## config.mk

```make
export PLATFORM = sky130hd
export DESIGN_NAME = debug_link_control_regs
export DESIGN_NICKNAME = d
export VERILOG_FILES = /design/src/rtl/link_regs_pkg.sv /design/src/rtl/debug_link_control_regs.sv
export SDC_FILE = /design/constraint.sdc
export NUM_CORES = 1
export LEC_CHECK = 0
export ABC_AREA = 1
export BUFFER_PORTS_ARGS = -buffer_cell sky130_fd_sc_hd__clkbuf_2
export CAP_MARGIN = 20
export CORE_MARGIN = 3
export CORE_UTILIZATION = 49
export CTS_BUF_LIST = sky130_fd_sc_hd__clkbuf_4 sky130_fd_sc_hd__clkbuf_8 sky130_fd_sc_hd__clkbuf_16
export CTS_CLUSTER_SIZE = 25
export DETAILED_ROUTE_END_ITERATION = 10
export PLACE_DENSITY = 0.79
export SLEW_MARGIN = 20
export SYNTH_ARGS = -nofsm -noshare
export SYNTH_HDL_FRONTEND = slang
export SYNTH_SLANG_ARGS = --single-unit
```

## constraint.sdc

```tcl
create_clock -name core_clk -period 1.7 [get_ports core_clk]
set_input_delay 0.425 -clock core_clk [delete_from_list [all_inputs] [get_ports core_clk]]
set_output_delay 0.425 -clock core_clk [all_outputs]
set_load 0.005 [all_outputs]
```

## src/rtl/link_regs_pkg.sv

```systemverilog
// constants and carrier types for the debug link control and status register bank
package link_regs_pkg;

  // ----------------------------------------------------------------------
  // register offsets
  // ----------------------------------------------------------------------
  localparam logic [3:0] OFF_REVISION   = 4'h0;
  localparam logic [3:0] OFF_ERROR      = 4'h1;
  localparam logic [3:0] OFF_FRAMING    = 4'h2;
  localparam logic [3:0] OFF_FEATURE    = 4'h3;
  localparam logic [3:0] OFF_KEYS       = 4'h7;
  localparam logic [3:0] OFF_RESET_REQ  = 4'h8;
  localparam logic [3:0] OFF_CLOCK_SEL  = 4'h9;
  localparam logic [3:0] OFF_SYS_ACCESS = 4'ha;
  localparam logic [3:0] OFF_SYS_STATE  = 4'hb;
  localparam logic [3:0] OFF_CHECK      = 4'hc;

  // ----------------------------------------------------------------------
  // field positions and masks
  // ----------------------------------------------------------------------
  localparam int          BIT_GAP_EN       = 7;
  localparam int          BIT_PARITY_IGN   = 5;
  localparam int          BIT_TIMEOUT_OFF  = 4;
  localparam int          BIT_RESP_SIG_OFF = 3;
  localparam int          BIT_NACK_OFF     = 4;
  localparam int          BIT_CONT_OFF     = 3;
  localparam int          BIT_LINK_DIS     = 2;
  localparam int          BIT_UROW_KEY     = 5;
  localparam int          BIT_NVM_KEY      = 4;
  localparam int          BIT_ERASE_KEY    = 3;
  localparam int          BIT_UROW_DONE    = 1;
  localparam int          BIT_CLK_HOLD     = 0;
  localparam logic [7:0]  FRAMING_MASK     = 8'hbf;
  localparam logic [7:0]  FEATURE_MASK     = 8'h1c;

  // ----------------------------------------------------------------------
  // codes and reset values
  // ----------------------------------------------------------------------
  localparam logic [2:0]  ERR_NONE         = 3'h0;
  localparam logic [2:0]  ERR_PARITY       = 3'h1;
  localparam logic [2:0]  ERR_FRAME        = 3'h2;
  localparam logic [2:0]  ERR_TIMEOUT      = 3'h3;
  localparam logic [2:0]  ERR_CLOCK_REC    = 3'h4;
  localparam logic [2:0]  ERR_BUS          = 3'h6;
  localparam logic [2:0]  ERR_CONTENTION   = 3'h7;
  localparam logic [7:0]  RESET_ASSERT     = 8'h59;
  localparam logic [7:0]  RESET_RELEASE    = 8'h00;
  localparam logic [2:0]  GUARD_RESERVED   = 3'h7;
  localparam logic [7:0]  GUARD_MAX_CYCLES = 8'h80;
  localparam logic [1:0]  CLKSEL_RESERVED  = 2'h0;
  localparam logic [1:0]  CLKSEL_DEFAULT   = 2'h3;
  localparam int          TIMEOUT_CYCLES   = 65536;

  // ----------------------------------------------------------------------
  // carriers
  // ----------------------------------------------------------------------
  typedef struct packed {
    logic parity;
    logic frame;
    logic clock_recovery;
    logic bus;
  } link_err_events_t;

  typedef struct packed {
    logic       inter_byte_gap_enable;
    logic       response_signature_off;
    logic [1:0] link_clock_divider;
    logic       contention_detect_off;
  } link_cfg_t;

  typedef struct packed {
    logic       device_locked;
    logic       system_asleep;
    logic       nvm_program_active;
    logic       user_row_program_ready;
    logic [2:0] check_result;
  } sys_state_t;

endpackage

```

## src/rtl/debug_link_control_regs.sv

```systemverilog
// control and status register bank of the single-wire debug link
// Function
// RULE1: registers reachable only through link instructions
// RULE2: error signature loads on error, clears on read
// RULE3: error codes one to seven, five reserved
// RULE4: gap enable inserts two idle bits
// RULE5: parity ignore suppresses parity errors
// RULE6: timeout after 65536 cycles unless disabled
// RULE7: response signature off suppresses signatures
// RULE8: guard time 128 halving to 2 cycles
// RULE9: nack on reset during load/store
// RULE10: contention detect while control bit clear
// RULE11: link disable resets link, drops clock request; code drops it one cycle, then clock hold resets to 1 and re-requests
// RULE12: user row key set; tool write closes
// RULE13: nvm key set; cleared when programming starts
// RULE14: erase key cleared by reset request
// RULE15: 0x59 asserts system reset, 0x00 releases
// RULE16: system reset leaves link logic running
// RULE17: revision read-only in bits 7:4
// RULE18: clock select 16/8/4 MHz, default 4
// RULE19: lock bit reflects device lock state
// RULE20: check result field is one-hot
// RULE21: clock hold keeps system clock requested
// RULE22: reserved bits and offsets read zero
// RULE23: control registers read back as written
`timescale 1ns/1ps

module debug_link_control_regs
  import link_regs_pkg::*;
#(
  parameter logic [3:0] REVISION     = 4'h1, // arbitrary value
  parameter int         TIMEOUT_LIM  = TIMEOUT_CYCLES
) (
  input  wire logic             core_clk,
  input  wire logic             rst,
  // register port from the link instruction decoder only
  input  wire logic [3:0]       reg_addr, // RULE1
  input  wire logic [7:0]       reg_wdata,
  input  wire logic             reg_wr,
  input  wire logic             reg_rd,
  output logic [7:0]            reg_rdata,
  // physical layer events and status
  input  wire link_err_events_t err_events,
  input  wire logic             access_wait,
  input  wire logic             turnaround_req,
  input  wire logic             tx_drive,
  input  wire logic             tx_level,
  input  wire logic             link_pin_in,
  input  wire logic             ldst_busy,
  input  wire logic             sys_reset_in,
  // key decoder and system side
  input  wire logic             erase_key_decoded,
  input  wire logic             nvm_key_decoded,
  input  wire logic             urow_key_decoded,
  input  wire logic             nvm_prog_started,
  input  wire sys_state_t       sys_state,
  output link_cfg_t             link_cfg,
  output logic                  tx_go,
  output logic                  nack_send,
  output logic                  link_reset,
  output logic                  sys_reset_req,
  output logic                  sys_clock_req,
  output logic                  user_row_commit
);

  // ----------------------------------------------------------------------
  // state
  // ----------------------------------------------------------------------
  logic [2:0]  error_signature_reg;
  logic [7:0]  framing_reg;
  logic [7:0]  feature_reg;
  logic [2:0]  keys_reg;
  logic [7:0]  reset_req_reg;
  logic [1:0]  clock_sel_reg;
  logic        clock_hold_reg;
  logic        sys_reset_seen_reg;
  logic [16:0] timeout_cnt_reg;
  logic        timeout_flag_reg;
  logic [7:0]  guard_cnt_reg;
  logic [2:0]  pin_sync_reg;
  logic        pin_level_reg;
  // three sync flops plus the level flop sit between pin and compare
  localparam int PIN_LAG = 4;
  logic [PIN_LAG-1:0] drive_hist_reg;
  logic [PIN_LAG-1:0] level_hist_reg;
  logic        reset_prev_reg;
  logic [7:0]  reg_rdata_reg;
  logic        tx_go_reg;
  logic        nack_reg;
  logic        link_reset_reg;
  logic        sys_clock_req_reg;
  logic        commit_reg;
  logic        sys_reset_req_reg;

  // ----------------------------------------------------------------------
  // decode
  // ----------------------------------------------------------------------
  wire         wr_framing   = reg_wr && reg_addr == OFF_FRAMING;
  wire         wr_feature   = reg_wr && reg_addr == OFF_FEATURE;
  wire         wr_keys      = reg_wr && reg_addr == OFF_KEYS;
  wire         wr_reset_req = reg_wr && reg_addr == OFF_RESET_REQ;
  wire         wr_clock_sel = reg_wr && reg_addr == OFF_CLOCK_SEL;
  wire         wr_sys_acc   = reg_wr && reg_addr == OFF_SYS_ACCESS;
  wire         rd_error     = reg_rd && reg_addr == OFF_ERROR;
  wire         rd_sys_state = reg_rd && reg_addr == OFF_SYS_STATE;
  // disable acts on the write itself; the bit is never held set
  wire         disable_wr   = wr_feature && reg_wdata[BIT_LINK_DIS]; // RULE11

  wire         parity_ign   = framing_reg[BIT_PARITY_IGN];
  wire         timeout_off  = framing_reg[BIT_TIMEOUT_OFF];
  wire [2:0]   guard_sel    = framing_reg[2:0];
  wire         nack_off     = feature_reg[BIT_NACK_OFF];
  wire         cont_off     = feature_reg[BIT_CONT_OFF];

  // change counts only once the second and third flops agree
  wire         pin_stable   = pin_sync_reg[1] == pin_sync_reg[2];
  wire         contention   = !cont_off && drive_hist_reg[PIN_LAG-1] && pin_stable &&
                              pin_level_reg != level_hist_reg[PIN_LAG-1]; // RULE10

  wire         timeout_hit  = !timeout_off && access_wait && !timeout_flag_reg &&
                              timeout_cnt_reg == 17'(TIMEOUT_LIM - 1); // RULE6

  // highest code wins when several errors land together
  logic [2:0] err_code;
  always_comb begin
    err_code = ERR_NONE; // RULE3
    if (contention)
      err_code = ERR_CONTENTION;
    else if (err_events.bus)
      err_code = ERR_BUS;
    else if (err_events.clock_recovery)
      err_code = ERR_CLOCK_REC;
    else if (timeout_hit)
      err_code = ERR_TIMEOUT;
    else if (err_events.frame)
      err_code = ERR_FRAME;
    else if (err_events.parity && !parity_ign) // RULE5
      err_code = ERR_PARITY;
  end

  // guard count: 128 shifted down by the select code, reserved code keeps max
  wire [7:0]  guard_len  = (guard_sel == GUARD_RESERVED) ? GUARD_MAX_CYCLES :
                           (GUARD_MAX_CYCLES >> guard_sel); // RULE8

  wire        sys_reset_on  = reset_req_reg == RESET_ASSERT;
  wire        reset_rise    = (sys_reset_on || sys_reset_in) && !reset_prev_reg;

  wire [7:0]  sys_state_rd = {2'h0, sys_reset_seen_reg, sys_state.system_asleep,
                              sys_state.nvm_program_active,
                              sys_state.user_row_program_ready, 1'b0,
                              sys_state.device_locked}; // RULE19

  logic [7:0] rd_mux;
  always_comb begin
    rd_mux = 8'h00; // RULE22
    case (reg_addr)
      OFF_REVISION:   rd_mux = {REVISION, 4'h0}; // RULE17
      OFF_ERROR:      rd_mux = {5'h00, error_signature_reg};
      OFF_FRAMING:    rd_mux = framing_reg; // RULE23
      OFF_FEATURE:    rd_mux = feature_reg;
      OFF_KEYS:       rd_mux = {2'h0, keys_reg, 3'h0};
      OFF_RESET_REQ:  rd_mux = reset_req_reg;
      OFF_CLOCK_SEL:  rd_mux = {6'h00, clock_sel_reg};
      OFF_SYS_ACCESS: rd_mux = {7'h00, clock_hold_reg};
      OFF_SYS_STATE:  rd_mux = sys_state_rd;
      OFF_CHECK:      rd_mux = {5'h00, sys_state.check_result}; // RULE20
      default:        rd_mux = 8'h00;
    endcase
  end

  // ----------------------------------------------------------------------
  // error signature and timeout
  // ----------------------------------------------------------------------
  always_ff @(posedge core_clk) begin
    if (rst || disable_wr)
      error_signature_reg <= ERR_NONE;
    else if (err_code != ERR_NONE)
      error_signature_reg <= err_code; // RULE2
    else if (rd_error)
      error_signature_reg <= ERR_NONE; // RULE2
  end

  always_ff @(posedge core_clk) begin
    if (rst || disable_wr || !access_wait) begin
      timeout_cnt_reg  <= 17'h00000;
      timeout_flag_reg <= 1'b0;
    end else if (timeout_hit) begin
      timeout_flag_reg <= 1'b1;
    end else if (!timeout_flag_reg) begin
      timeout_cnt_reg  <= timeout_cnt_reg + 17'h00001;
    end
  end

  // ----------------------------------------------------------------------
  // control registers; a disable write clears the whole link setup
  // ----------------------------------------------------------------------
  always_ff @(posedge core_clk) begin
    if (rst || disable_wr) begin // RULE11
      framing_reg    <= 8'h00;
      feature_reg    <= 8'h00;
      clock_sel_reg  <= CLKSEL_DEFAULT; // RULE18
      clock_hold_reg <= 1'b1; // RULE21
    end else begin
      if (wr_framing)
        framing_reg <= reg_wdata & FRAMING_MASK; // RULE23
      if (wr_feature)
        feature_reg <= reg_wdata & FEATURE_MASK;
      if (wr_clock_sel && reg_wdata[1:0] != CLKSEL_RESERVED)
        clock_sel_reg <= reg_wdata[1:0]; // RULE18
      if (wr_sys_acc)
        clock_hold_reg <= reg_wdata[BIT_CLK_HOLD]; // RULE21
    end
  end

  // ----------------------------------------------------------------------
  // key flags; decode sets win over key clears in the same cycle, a disable write wins over both
  // ----------------------------------------------------------------------
  always_ff @(posedge core_clk) begin
    if (rst || disable_wr) begin
      keys_reg <= 3'h0;
    end else begin
      keys_reg[2] <= urow_key_decoded ||
                     (keys_reg[2] && !(wr_keys && reg_wdata[BIT_UROW_KEY])); // RULE12
      keys_reg[1] <= nvm_key_decoded ||
                     (keys_reg[1] && !nvm_prog_started); // RULE13
      keys_reg[0] <= erase_key_decoded ||
                     (keys_reg[0] && !(wr_reset_req && reg_wdata == RESET_ASSERT)); // RULE14
    end
  end

  // ----------------------------------------------------------------------
  // system reset request; only rst and disable touch the link state
  // ----------------------------------------------------------------------
  always_ff @(posedge core_clk) begin
    if (rst || disable_wr)
      reset_req_reg <= RESET_RELEASE;
    else if (wr_reset_req && (reg_wdata == RESET_ASSERT || reg_wdata == RESET_RELEASE))
      reset_req_reg <= reg_wdata; // RULE15
  end

  always_ff @(posedge core_clk) begin
    if (rst) begin
      reset_prev_reg     <= 1'b0;
      sys_reset_seen_reg <= 1'b0;
    end else begin
      reset_prev_reg     <= sys_reset_on || sys_reset_in; // RULE16
      sys_reset_seen_reg <= sys_reset_on || sys_reset_in ||
                            (sys_reset_seen_reg && !rd_sys_state);
    end
  end

  // ----------------------------------------------------------------------
  // turnaround guard and pin synchroniser
  // ----------------------------------------------------------------------
  always_ff @(posedge core_clk) begin
    if (rst || disable_wr)
      guard_cnt_reg <= 8'h00;
    else if (turnaround_req)
      guard_cnt_reg <= guard_len; // RULE8
    else if (guard_cnt_reg != 8'h00)
      guard_cnt_reg <= guard_cnt_reg - 8'h01;
  end

  always_ff @(posedge core_clk) begin
    if (rst) begin
      pin_sync_reg  <= 3'h7;
      pin_level_reg <= 1'b1;
    end else begin
      pin_sync_reg  <= {pin_sync_reg[1:0], link_pin_in};
      if (pin_stable)
        pin_level_reg <= pin_sync_reg[2];
    end
  end

  // the pin answer lags the drive by the synchroniser, so compare against
  // the drive as it was then; a live compare flags every level change
  always_ff @(posedge core_clk) begin
    if (rst) begin
      drive_hist_reg <= '0;
      level_hist_reg <= '1;
    end else begin
      drive_hist_reg <= {drive_hist_reg[PIN_LAG-2:0], tx_drive};
      level_hist_reg <= {level_hist_reg[PIN_LAG-2:0], tx_level};
    end
  end

  // ----------------------------------------------------------------------
  // registered outputs
  // ----------------------------------------------------------------------
  always_ff @(posedge core_clk) begin
    if (rst) begin
      reg_rdata_reg     <= 8'h00;
      tx_go_reg         <= 1'b0;
      nack_reg          <= 1'b0;
      link_reset_reg    <= 1'b0;
      sys_clock_req_reg <= 1'b0;
      commit_reg        <= 1'b0;
      sys_reset_req_reg <= 1'b0;
    end else begin
      reg_rdata_reg     <= reg_rd ? rd_mux : 8'h00;
      tx_go_reg         <= guard_cnt_reg == 8'h01; // RULE8
      // nack is a response signature, so it obeys the signature switch too
      nack_reg          <= reset_rise && ldst_busy && !nack_off &&
                           !framing_reg[BIT_RESP_SIG_OFF]; // RULE9 RULE7
      link_reset_reg    <= disable_wr; // RULE11
      sys_clock_req_reg <= clock_hold_reg && !disable_wr; // RULE21 RULE11
      // commit only allowed once the user row key is in
      commit_reg        <= wr_sys_acc && reg_wdata[BIT_UROW_DONE] && keys_reg[2];
      sys_reset_req_reg <= sys_reset_on; // RULE15
    end
  end

  assign reg_rdata       = reg_rdata_reg;
  assign tx_go           = tx_go_reg;
  assign nack_send       = nack_reg;
  assign link_reset      = link_reset_reg;
  assign sys_clock_req   = sys_clock_req_reg;
  assign user_row_commit = commit_reg;
  assign sys_reset_req   = sys_reset_req_reg;
  // straight flop fields; the link applies them on its next transfer
  assign link_cfg = '{inter_byte_gap_enable:  framing_reg[BIT_GAP_EN], // RULE4
                      response_signature_off: framing_reg[BIT_RESP_SIG_OFF], // RULE7
                      link_clock_divider:     clock_sel_reg,
                      contention_detect_off:  cont_off};

endmodule

```

After elaboration in Yosys (flattened, before gate mapping). Index checks and enable logic that the tools add are counted.

Bits in registers: 81. Latch bits: 0. Bits in writable memories: 0. Memory bits (read-only): 0. Input port bits: 38. Memories kept: 0.

Add/sub/neg operators: 2. Multiply operators: 0. Divide/modulo/power cells: 0. $lt $le $gt $ge: 0. Equality and inequality tests: 16. Shift-type cells: 1. Multiplexer cells: 12. Bitwise logic cells: 3. Reductions and logical operators: 61.

Operators by type and width (count): $pmux 8 s10 (1); $logic_and 1x1->1 (31); $mux 8 (3); $eq 4x4->1 const B (5); $add 17x1->17 const B (1); $eq 17x16->1 const B (1); $eq 8x7->1 const B (2); $mux 3 (5); $logic_not 1->1 (13); $eq 4x2->1 const B (2); $eq 8x1->1 const B (1); $logic_not 8->1 (1); $logic_or 1x1->1 (8); $reduce_bool 8->1 (1); $shr 8x3->8 const A (1); $sub 8x1->8 const B (1); $reduce_bool 2->1 (3); $eq 4x1->1 const B (1); $eq 4x3->1 const B (1); $logic_not 4->1 (1); $mux 2 (2); $eq 3x3->1 const B (1); $not 1->1 (3); $reduce_bool 3->1 (1); 5 further kinds (5).

Longest topological paths before layout. Gate-level depths: netlist of run 1.

Word-level depth: 10. Depth in mapped cells: 15.

Worst setup path after synthesis of run 1. No wires, ideal clock.

Path kind: flip-flop to flip-flop. From: register timeout_cnt_reg[0]. To: register timeout_cnt_reg[16]. Library setup time: 0.116 ns. Data arrival time: 1.737 ns. Required time: 1.584 ns. Path slack: -0.153 ns. Stages on the path, launching flop included: 14. Clock period less this slack: 1.853 ns. Path through: dfxtp_1 -> ha_1 -> inv_1 -> nor2_1 -> nand3_1 -> nor3_1 -> ha_1 -> nand2_1 -> inv_1 -> nand2_1 -> nand2_1 -> buf_2 -> or2_1 -> a21oi_1.

Longest elaborated chain between the ends: 4. Elaborated cells between the ends (all ways): 5. Those cells by class: 1 x add/sub; 1 x eq/ne; 1 x bitwise; 2 x reduce/logical.

Ends and longest elaborated chain: from (decl) (RTL line debug_link_control_regs.sv:77) `logic [16:0] timeout_cnt_reg;`; from (signal assigned) (RTL line debug_link_control_regs.sv:190) `timeout_cnt_reg <= timeout_cnt_reg + 17'h00001;`; branches (longest 4 deep; another with $add 17x1->17).

Several ways; the timed one is not identified. A chain may end at the register's enable or synchronous reset.

Worst setup path in the final report of run 1.
From: register timeout_cnt_reg[0]. To: register error_signature_reg[0].

Longest elaborated chain between the ends: 8. Elaborated cells between the ends (all ways): 9. Those cells by class: 1 x eq/ne; 5 x mux; 3 x reduce/logical.

Ends and longest elaborated chain: $eq 17x16->1 * (RTL line debug_link_control_regs.sv:121) `timeout_cnt_reg == 17'(TIMEOUT_LIM - 1);`; $logic_and 1x1->1 * (RTL line debug_link_control_regs.sv:120) `wire timeout_hit = !timeout_off && access_wait && !timeout_flag_reg &&`; $mux 2 * (RTL line debug_link_control_regs.sv:133) `else if (timeout_hit)`; $mux 3 * (RTL line debug_link_control_regs.sv:131) `else if (err_events.clock_recovery)`; $mux 3 * (RTL line debug_link_control_regs.sv:129) `else if (err_events.bus)`; $mux 3 * (RTL line debug_link_control_regs.sv:127) `if (contention)`; $reduce_bool 3->1 (RTL line debug_link_control_regs.sv:177) `else if (err_code != ERR_NONE)`; $mux 3 / $reduce_bool 2->1 (equally long branches); to (signal assigned) (RTL line debug_link_control_regs.sv:178) `error_signature_reg <= err_code;`; to (decl) (RTL line debug_link_control_regs.sv:69) `logic [2:0] error_signature_reg;`.

Mark *: on every way between the ends. The rest lies on a longest branch, timed or not.

==> results of run 1 <==
## cell families after synthesis
kind of cell | share of synthesized area (%)
compound gates | 10.8
xor+xnor | 1.43
fa+ha+maj | 1.37
simple gates | 34.3
flops | 44.3
buf+inv | 7.89
## worst max path at each step
| stage | slack [ns] | to | start |
|---|---|---|---|
| floorplan | -0.02 | timeout_cnt_reg[16] | timeout_cnt_reg[1] |
| global placement | -0.06 | timeout_cnt_reg[5] | timeout_cnt_reg[1] |
| detailed placement | -0.15 | timeout_cnt_reg[8] | timeout_cnt_reg[1] |
| CTS | -0.08 | timeout_cnt_reg[10] | timeout_cnt_reg[0] |
| global route | -0.22 | error_signature_reg[0] | timeout_cnt_reg[0] |
| finish | -0.08 | error_signature_reg[0] | timeout_cnt_reg[0] |
## per-layer routing
metal / track usage (%) / up-vias / share of wire (%)
li1: - / 1853 / -
met1: 27.8 / 1682 / 42
met2: 39.5 / 141 / 48
met3: 5.28 / 26 / 7.2
met4: 9.28 / 0 / 2.8
met5: 0 / - / 0
## layout make-up
type	instances	area, um2	area share [%]
clock buffers	10	138	2.96
clock inverters	6	50.0	1.08
inverters	62	239	5.15
multi-input cells	367	1930	41.6
flip-flops and latches	81	1620	35.0
well taps	96	120	2.59
repair buffers	90	543	11.7
## placed cells by master, fill, tap and decap left out, drive strengths merged
cell	count
nand2	142
dfxtp	81
nor2	76
clkbuf	66
inv	62
a21oi	47
buf	34
nand3	23
nor3	15
nand4	13
or2	11
o21ai	10
o211ai	4
clkinvlp	4
ha	4
nand3b	3
xor2	3
o22ai	3
nor3b	3
xnor2	3
a211oi	2
a41oi	2
clkinv	2
a31o	1
a31oi	1
o211a	1
## timing repair
| item | 4_1_cts | 5_1_grt |
|---|---|---|
| pin swaps | 16 | 19 |
| cloned | 1 | 0 |
| buffers inserted | 2 | 2 |
| setup endpoints to repair | 20 | 28 |
| gates resized for setup | 16 | 17 |
## power by group through the flow
stage               Combinational [mW]  Clock, mW  Sequential (mW)
finish                           0.585       1.33             2.03
global route                     0.654       1.44             2.04
CTS                              0.553       1.35             2.03
detailed placement               0.547          0             2.07
global placement                 0.539          0             2.07
floorplan                        0.349          0             2.06
## metrics by stage
stage / setup slack, ns / area, um2 / hold WS, ns / instances
2_1_floorplan: -0.0186 / 3720 / 0.388 / 517
3_3_place_gp: -0.0627 / 4290 / 0.389 / 691
3_5_place_dp: -0.154 / 4290 / 0.397 / 691
4_1_cts: -0.0814 / 4570 / 0.246 / 710
5_1_grt: -0.216 / 4640 / 0.241 / 712
6_report: -0.0828 / 4640 / 0.255 / 712
## worst reg2reg max path, cell delays in order, from the launching register on
cell	delay, ns
dfxtp_2	0.36
ha_4	0.15
inv_4	0.04
nor2_4	0.09
nand3_2	0.08
nor3_2	0.12
ha_2	0.19
nand2_2	0.05
inv_2	0.09
nand2_4	0.10
nand2_2	0.10
nand2_2	0.05
nand2_2	0.09
nor2_4	0.05
nand3_2	0.07
a21oi_1	0.06
==> flow_summary.toml, run 1 <==
[cts]
cts_root_buf = "clkbuf_8"
cts_tree = "yes"
clk_path_buf_depth = 2
clkSinkCount = 81
numCtsBuffers = 9
clkSlewWorstSetupHoldPaths_ns = 0.08
htreeDepth = 3
clock_latency_ns = 0.36
cts_hold_buf = 0

[floorplan]
initial_core_util_pct = 52.2
die_area_um2 = 8550
die_y_um = 92.5
die_w_um = 92.5
rows = 30
num_io_pins = 57
core_region_area_um2 = 7020

[run]
maxCapViolCount = 0

[route]
drtIter0Drc = 167
wirelength_mm = 9.74
ant_nets = 0
drtPass1Iterations = 4
wire_per_inst_um = 13.7
viasPerCell = 5.20
drc_errors = 0
num_vias = 3702

[critical_path]
crit_fanout = 4
worstPathArrival_ns = 2.02
cp_slowest_cell = "dfxtp_2"
r2r-end = "error_signature_reg[0]"
cp.depth = 15
crit_path_frequent_cell = "nand2_2"
r2r_cells = 15
critPathLaunchType = "flop"
cp_num_buf_inv = 2
crit_path_max_incr_delay_ns = 0.36
critPathKind = "reg -> reg"
r2r_start = "timeout_cnt_reg[0]"
end_kind = "flop"
path_cells = "ha_4, inv_4, nor2_4, nand3_2, nor3_2, ha_2, nand2_2, inv_2, nand2_4, nand2_2, nand2_2, nand2_2, nor2_4, nand3_2, a21oi_1"
r2r_setup_slack_ns = -0.08
cp_data_required_time_ns = 1.93
path_delay_family = "simple AND/OR/NAND/NOR gates"

[grt]
grt_max_degree = 25
grt_use_total_pct = 23.0
grt_overflow = 0
antenna_found_initial = 0
grt_pass1_wl_mm = 15.6
grt_pass1_vias = 3479

[synth]
ys.flop_type = "dfxtp_1"
synth-seq-cells = 81
yosysMostFrequentCell = "nand2_1"
synth_top_area_cell = "dfxtp_1"
synth_edf_count = 0
yosysSeqAreaShare_pct = 44.3
ys_top_cells_by_count = "134 x nand2_1, 81 x dfxtp_1, 73 x nor2_1"
synth_cell_types = 39
synth_warnings = 0
syn_area_um2 = 3660
synth_top_area_share_pct = 44.3
syn_inst = 517
synthTopCellsByArea = "dfxtp_1 44%, nand2_1 14%, nor2_1 7.5%"
synth_fp_nets = 559
async_reset_ff_share_pct = 0
synth_area_per_cell_um2 = 7.09

[power_and_ir_drop]
finalPower_mw = 3.94
p_sw_share_pct = 29.0
combPwrFrac_pct = 14.8
p_clk_share_pct = 33.7
ir_drop_uv = 1000
power_density_nw_per_um2 = 849
seqPwrFrac_pct = 51.5
p_switching_mw = 1.14
intPower_mw = 2.80
leakagePower_nw = 1.96

[finish]
diodes = 0
drive_above_1_share_pct = 27.1
fillers = 611
syn_to_final_growth_pct = 26.8
largest_reg_flops = 17
nNetsFinal = 653
utilization_pct = 66.2

[run_status]
status = "complete, but fails checks"
violations = "setup timing"

[timing]
slew_violations = 0
finalHoldViolations = 0
relSlewSlack_pct = 75.3
grt_setup_unrepaired = "yes"
post-route-period-util_pct = 105
finalSetupViolCount = 18
fmax_mhz = 561
fin_crit_ns = 1.78
fin_ws_ns = -0.0828
tns_ns = -0.849
worstMarginPinSlew_ns = 0.369
fin_skew_ns = 0.0104

[placement]
gp_congestion = 0.938
io_buffers = 56
dp_hpwl_mm = 7.24

[hold_path]
worst_hold_path_type = "in -> reg"
min_to = "level_hist_reg[0]"
worst_hold_path.num_cells = 2
min-delay-start = "tx_level"
Power figures use the tool's default switching activity.
==> run 2: changes to the inputs <==
CORE_UTILIZATION = 51   (was 49)
GPL_TIMING_DRIVEN = 1   (was not set)
PLACE_DENSITY = 0.82   (was 0.79)
==> run 2 against run 1 <==
Compared with the run above: the flow still finishes with violations (setup timing); register-to-register slack got worse by 0.04 ns; wire length increased by 1.0%; first-iteration DRC count rose by 36%; non-clock buffer count decreased by 2; largest cell class unchanged; largest power group unchanged; highest routed layer unchanged.
==> flow_summary.toml, run 2 (synthesis gave the netlist of run 1 again) <==
[placement]
dp_hpwl_mm = 7.10
io_buffers = 56
dp_cells = 691
placed_area_um2 = 4300
gp_congestion = 0.914
pre_cts_ws_ns = -0.138

[timing]
slew_violations = 0
tns_ns = -1.42
finalHoldViolations = 0
worstMarginPinSlew_ns = 0.384
fin_crit_ns = 1.82
fin_skew_ns = 0.00843
worst_hold_slack_ns = 0.244
relSlewSlack_pct = 74.3
fin_ws_ns = -0.122
fmax_mhz = 549
finalSetupViolCount = 19
grt_setup_unrepaired = "yes"
post-route-period-util_pct = 107

[critical_path]
critPathLaunchType = "flop"
end_kind = "flop"
r2r_cells = 15
critPathKind = "reg -> reg"
path_delay_family = "simple AND/OR/NAND/NOR gates"
path_cells = "ha_4, inv_2, nor2_4, nand3_2, nor3_2, ha_2, nand2_2, inv_2, buf_6, a21oi_4, nand2_2, nor2_4, nand2_1, nand2_1, a21oi_2"
cp_slowest_cell = "dfxtp_2"
crit_fanout = 3
cp_data_required_time_ns = 1.99
cp.depth = 15
crit_end = "timeout_cnt_reg[10]"
crit_path_max_incr_delay_ns = 0.35
r2r-end = "timeout_cnt_reg[10]"
cp_num_buf_inv = 3
worstPathArrival_ns = 2.11
crit_start = "timeout_cnt_reg[1]"
r2r_setup_slack_ns = -0.12
r2r_start = "timeout_cnt_reg[1]"

[cts]
cts_tree = "yes"
htreeDepth = 3
clock_latency_ns = 0.36
cts_hold_buf = 0
clkSlewWorstSetupHoldPaths_ns = 0.08
clkSinkCount = 81
clk_path_buf_depth = 2
numCtsBuffers = 9
cts_root_buf = "clkbuf_8"

[finish]
diodes = 0
layout_commonest_cell = "nand2_1"
layout_common_cells = "125 x nand2_1, 77 x dfxtp_1, 65 x nor2_1"
nNetsFinal = 651
largest_reg_flops = 17
utilization_pct = 68.0
instances_no_fill = 710
drive_above_1_share_pct = 26.9
syn_to_final_growth_pct = 27.4
postLayoutCellArea_um2 = 4670
fillers = 578
multi_input_area_um2 = 1910
seqCellArea_um2 = 1630

[floorplan]
initial_core_util_pct = 53.3
die_y_um = 90.8
die_w_um = 90.8
die_area_um2 = 8240
num_io_pins = 57
rows = 30
core_region_area_um2 = 6870

[power_and_ir_drop]
leakagePower_nw = 1.98
p_clk_share_pct = 38.5
p_sw_share_pct = 26.8
intPower_mw = 3.11
ir_drop_uv = 485
combPwrFrac_pct = 13.7
seqPwrFrac_pct = 47.8
p_switching_mw = 1.14
finalPower_mw = 4.25
power_density_nw_per_um2 = 910

[run_status]
violations = "setup timing"
status = "complete, but fails checks"

[route]
ant_nets = 0
wire_per_inst_um = 13.9
drc_errors = 0
drtIter0Drc = 227
wirelength_mm = 9.84
drtPass1Iterations = 5
viasPerCell = 5.30
num_vias = 3760

[grt]
grt_use_total_pct = 24.3
grt_max_degree = 25
antenna_found_initial = 0
grt_pass1_wl_mm = 16.2
grt_pass1_vias = 3599
grt_overflow = 0

[run]
maxCapViolCount = 0

[hold_path]
worst_hold_path_type = "in -> reg"
==> run 2: cell count changes in the layout (fill, tap and decap cells not counted), sizes merged <==
cell / before / now
clkinvlp: 4 / 1
buf: 34 / 32
bufinv: 0 / 2
clkbuf: 66 / 67
clkinv: 2 / 3
inv: 62 / 61
==> run 2: worst min path at each step <==
stage                                  from                 to  slack, ns  depth (start not counted)
after floorplan           drive_hist_reg[0]  drive_hist_reg[1]       0.39                          2
after global placement    drive_hist_reg[0]  drive_hist_reg[1]       0.39                          2
after detailed placement  level_hist_reg[2]  level_hist_reg[3]       0.40                          1
after CTS                          tx_level  level_hist_reg[0]       0.23                          2
after global routing               tx_level  level_hist_reg[0]       0.24                          2
final                              tx_level  level_hist_reg[0]       0.24                          2
==> run 2: per-layer routing <==
layer,global-route usage [%],vias up,routed length [um]
met3,6.08,35,660
met4,9.44,0,318
met2,42.5,177,4950
li1,-,1845,-
met1,28.3,1703,3920
met5,0,-,0
==> run 2: timing repair <==
action,4_1_cts,5_1_grt
pin swaps,8,12
endpoints found under the setup margin,20,27
endpoints found under the hold margin,0,0
gates cloned,1,0
setup buffers,2,0
gates resized for setup,15,16
==> run 2: area by class of cell <==
| cell class | count | area share (%) |
|---|---|---|
| clock buffers | 11 | 3.24 |
| well taps | 96 | 2.57 |
| clock inverters | 5 | 1.82 |
| inverters | 62 | 5.07 |
| flip-flops and latches | 81 | 34.8 |
| repair buffers | 88 | 11.6 |
| multi-input cells | 367 | 40.9 |
==> run 2: power groups by stage <==
stage                     logic [mW]  clock network, mW  registers, mW
after floorplan                0.349                  0           2.06
after global placement         0.524                  0           2.07
after detailed placement       0.542                  0           2.07
after CTS                      0.562               1.66           2.03
after global routing           0.650               1.74           2.04
final                          0.583               1.64           2.03
==> run 3: changes to the inputs <==
CORE_UTILIZATION = 56   (was 51)
PLACE_DENSITY = 0.85   (was 0.82)
clock period = 2.18 ns   (was 1.7 ns; I/O delays follow)
==> run 3 against run 2 <==
Compared with the run above: the flow now finishes without violations; setup slack better by 0.26 ns; wire length down 12%; register-to-register slack better by 0.26 ns; cell area is 9.6% lower; clock skew grew 0.0035 ns; core utilization is 0.90 points higher; critical path depth fell by 1; global-route usage is 0.92 points lower.
==> flow_summary.toml, run 3 (synthesis gave the netlist of run 1 again) <==
[power_and_ir_drop]
ir_drop_uv = 450
leakagePower_nw = 1.80
power_density_nw_per_um2 = 712

[timing]
fin_skew_ns = 0.0119
finalSetupViolCount = 0
slew_violations = 0
fin_crit_ns = 2.04
fin_ws_ns = 0.139
post-route-period-util_pct = 93.6
finalHoldViolations = 0
tns_ns = 0
worst_hold_slack_ns = 0.376
fmax_mhz = 490
worstMarginPinSlew_ns = 0.489
relSlewSlack_pct = 67.1

[route]
wirelength_mm = 8.71
drtPass1Iterations = 7
viasPerCell = 5.48
drc_errors = 0
wire_per_inst_um = 13.2
num_vias = 3624
ant_nets = 0
drtIter0Drc = 254

[grt]
grt_max_degree = 18
grt_overflow = 0
grt_pass1_wl_mm = 14.2
grt_pass1_vias = 3288
grt_use_total_pct = 23.4
antenna_found_initial = 0

[placement]
pre_cts_ws_ns = 0.0231
dp_hpwl_mm = 6.61
gp_congestion = 0.978
io_buffers = 56

[critical_path]
r2r-end = "timeout_cnt_reg[5]"
crit_start = "timeout_cnt_reg[0]"
worstPathArrival_ns = 2.32
cp.depth = 14
r2r_cells = 14
crit_fanout = 8
path_delay_family = "simple AND/OR/NAND/NOR gates"
crit_path_frequent_cell = "nand2_1"
cp_data_required_time_ns = 2.46
cp_slowest_cell = "dfxtp_2"
end_kind = "flop"
crit_end = "timeout_cnt_reg[5]"
critPathLaunchType = "flop"
r2r_start = "timeout_cnt_reg[0]"
cp_num_buf_inv = 2
crit_path_max_incr_delay_ns = 0.35
path_cells = "ha_1, inv_1, nor2_2, nand3_1, nor3_1, ha_1, nand2_1, inv_1, nand2_1, nand2_4, nor2_1, nand2_1, or2_0, a21oi_1"
r2r_setup_slack_ns = 0.14
critPathKind = "reg -> reg"

[cts]
post_cts_buffers = 0
cts_tree = "yes"
clkSinkCount = 81
clk_path_buf_depth = 2
cts_root_buf = "clkbuf_8"
numCtsBuffers = 9
htreeDepth = 3
clkSlewWorstSetupHoldPaths_ns = 0.09
clock_latency_ns = 0.36

[floorplan]
die_area_um2 = 7550
rows = 28
num_io_pins = 57
core_region_area_um2 = 6130
die_w_um = 86.9
die_y_um = 86.9
initial_core_util_pct = 59.8

[run_status]
status = "completed"

[finish]
largest_reg_flops = 17
syn_to_final_growth_pct = 15.2
layout_common_cells = "133 x nand2_1, 78 x dfxtp_1, 71 x nor2_1"
diodes = 0
fillers = 496
drive_above_1_share_pct = 18.4
multi_input_area_um2 = 1770
seqCellArea_um2 = 1630
layout_commonest_cell = "nand2_1"
nNetsFinal = 623

[run]
maxCapViolCount = 0

[hold_path]
worst_hold_path_type = "in -> reg"
==> run 3: cell count changes in the layout (fill, tap and decap cells not counted), moves of 3 or more <==
cell	before	now
nand2_2	12	5
inv_2	6	2
nor3_2	4	1
buf_4	29	5
nor3_1	11	14
inv_1	53	57
nor2_1	65	71
nand2_1	125	133
nor2_4	6	2
==> run 3: layer usage <==
metal,share of wire (%),wire length (um),track usage (%)
met5,0,0,0
met4,2.8,247,10.9
met3,8.3,721,3.69
met2,46,4050,40.2
met1,42,3690,28.4
==> run 3: cell type report <==
| type | count | area share (%) |
|---|---|---|
| inverter | 62 | 5.60 |
| sequential | 81 | 38.5 |
| timing repair buffer | 61 | 7.53 |
| tap | 75 | 2.22 |
| clock buffer | 9 | 2.93 |
| clock inverter | 7 | 1.39 |
| multi-input combinational | 366 | 41.8 |
==> run 3: where the power goes <==
group | internal, mW | switching, mW | leakage, nW
registers | 1.54 | 0.0406 | 0.661
logic | 0.145 | 0.249 | 1.05
clock network | 0.434 | 0.598 | 0.0925
total | 2.12 | 0.888 | 1.80
==> run 3: worst min path at each step <==
stage          slack (ns)  cells after the start         startpoint                 to
3_3_place_gp         0.39                      2  drive_hist_reg[0]  drive_hist_reg[1]
5_1_grt              0.38                      2        link_pin_in    pin_sync_reg[0]
2_1_floorplan        0.39                      2  drive_hist_reg[0]  drive_hist_reg[1]
4_1_cts              0.37                      2        link_pin_in    pin_sync_reg[0]
6_report             0.38                      2        link_pin_in    pin_sync_reg[0]
3_5_place_dp         0.39                      2  drive_hist_reg[2]  drive_hist_reg[3]
==> run 3: what timing repair did <==
action | in CTS | in global routing
gates resized for setup | 1 | 6
hold buffers | 0 | 0
endpoints found under the setup margin | 1 | 12
==> run 3: per-stage QoR <==
step	power (mW)	instance area, um2	instances	utilization (%)
2_1_floorplan	1.88	3660	517	-
3_3_place_gp	1.99	4020	645	65.6
3_5_place_dp	2.00	4020	645	65.6
4_1_cts	3.02	4210	661	68.6
5_1_grt	3.14	4220	661	68.9
6_report	3.01	4220	661	68.9
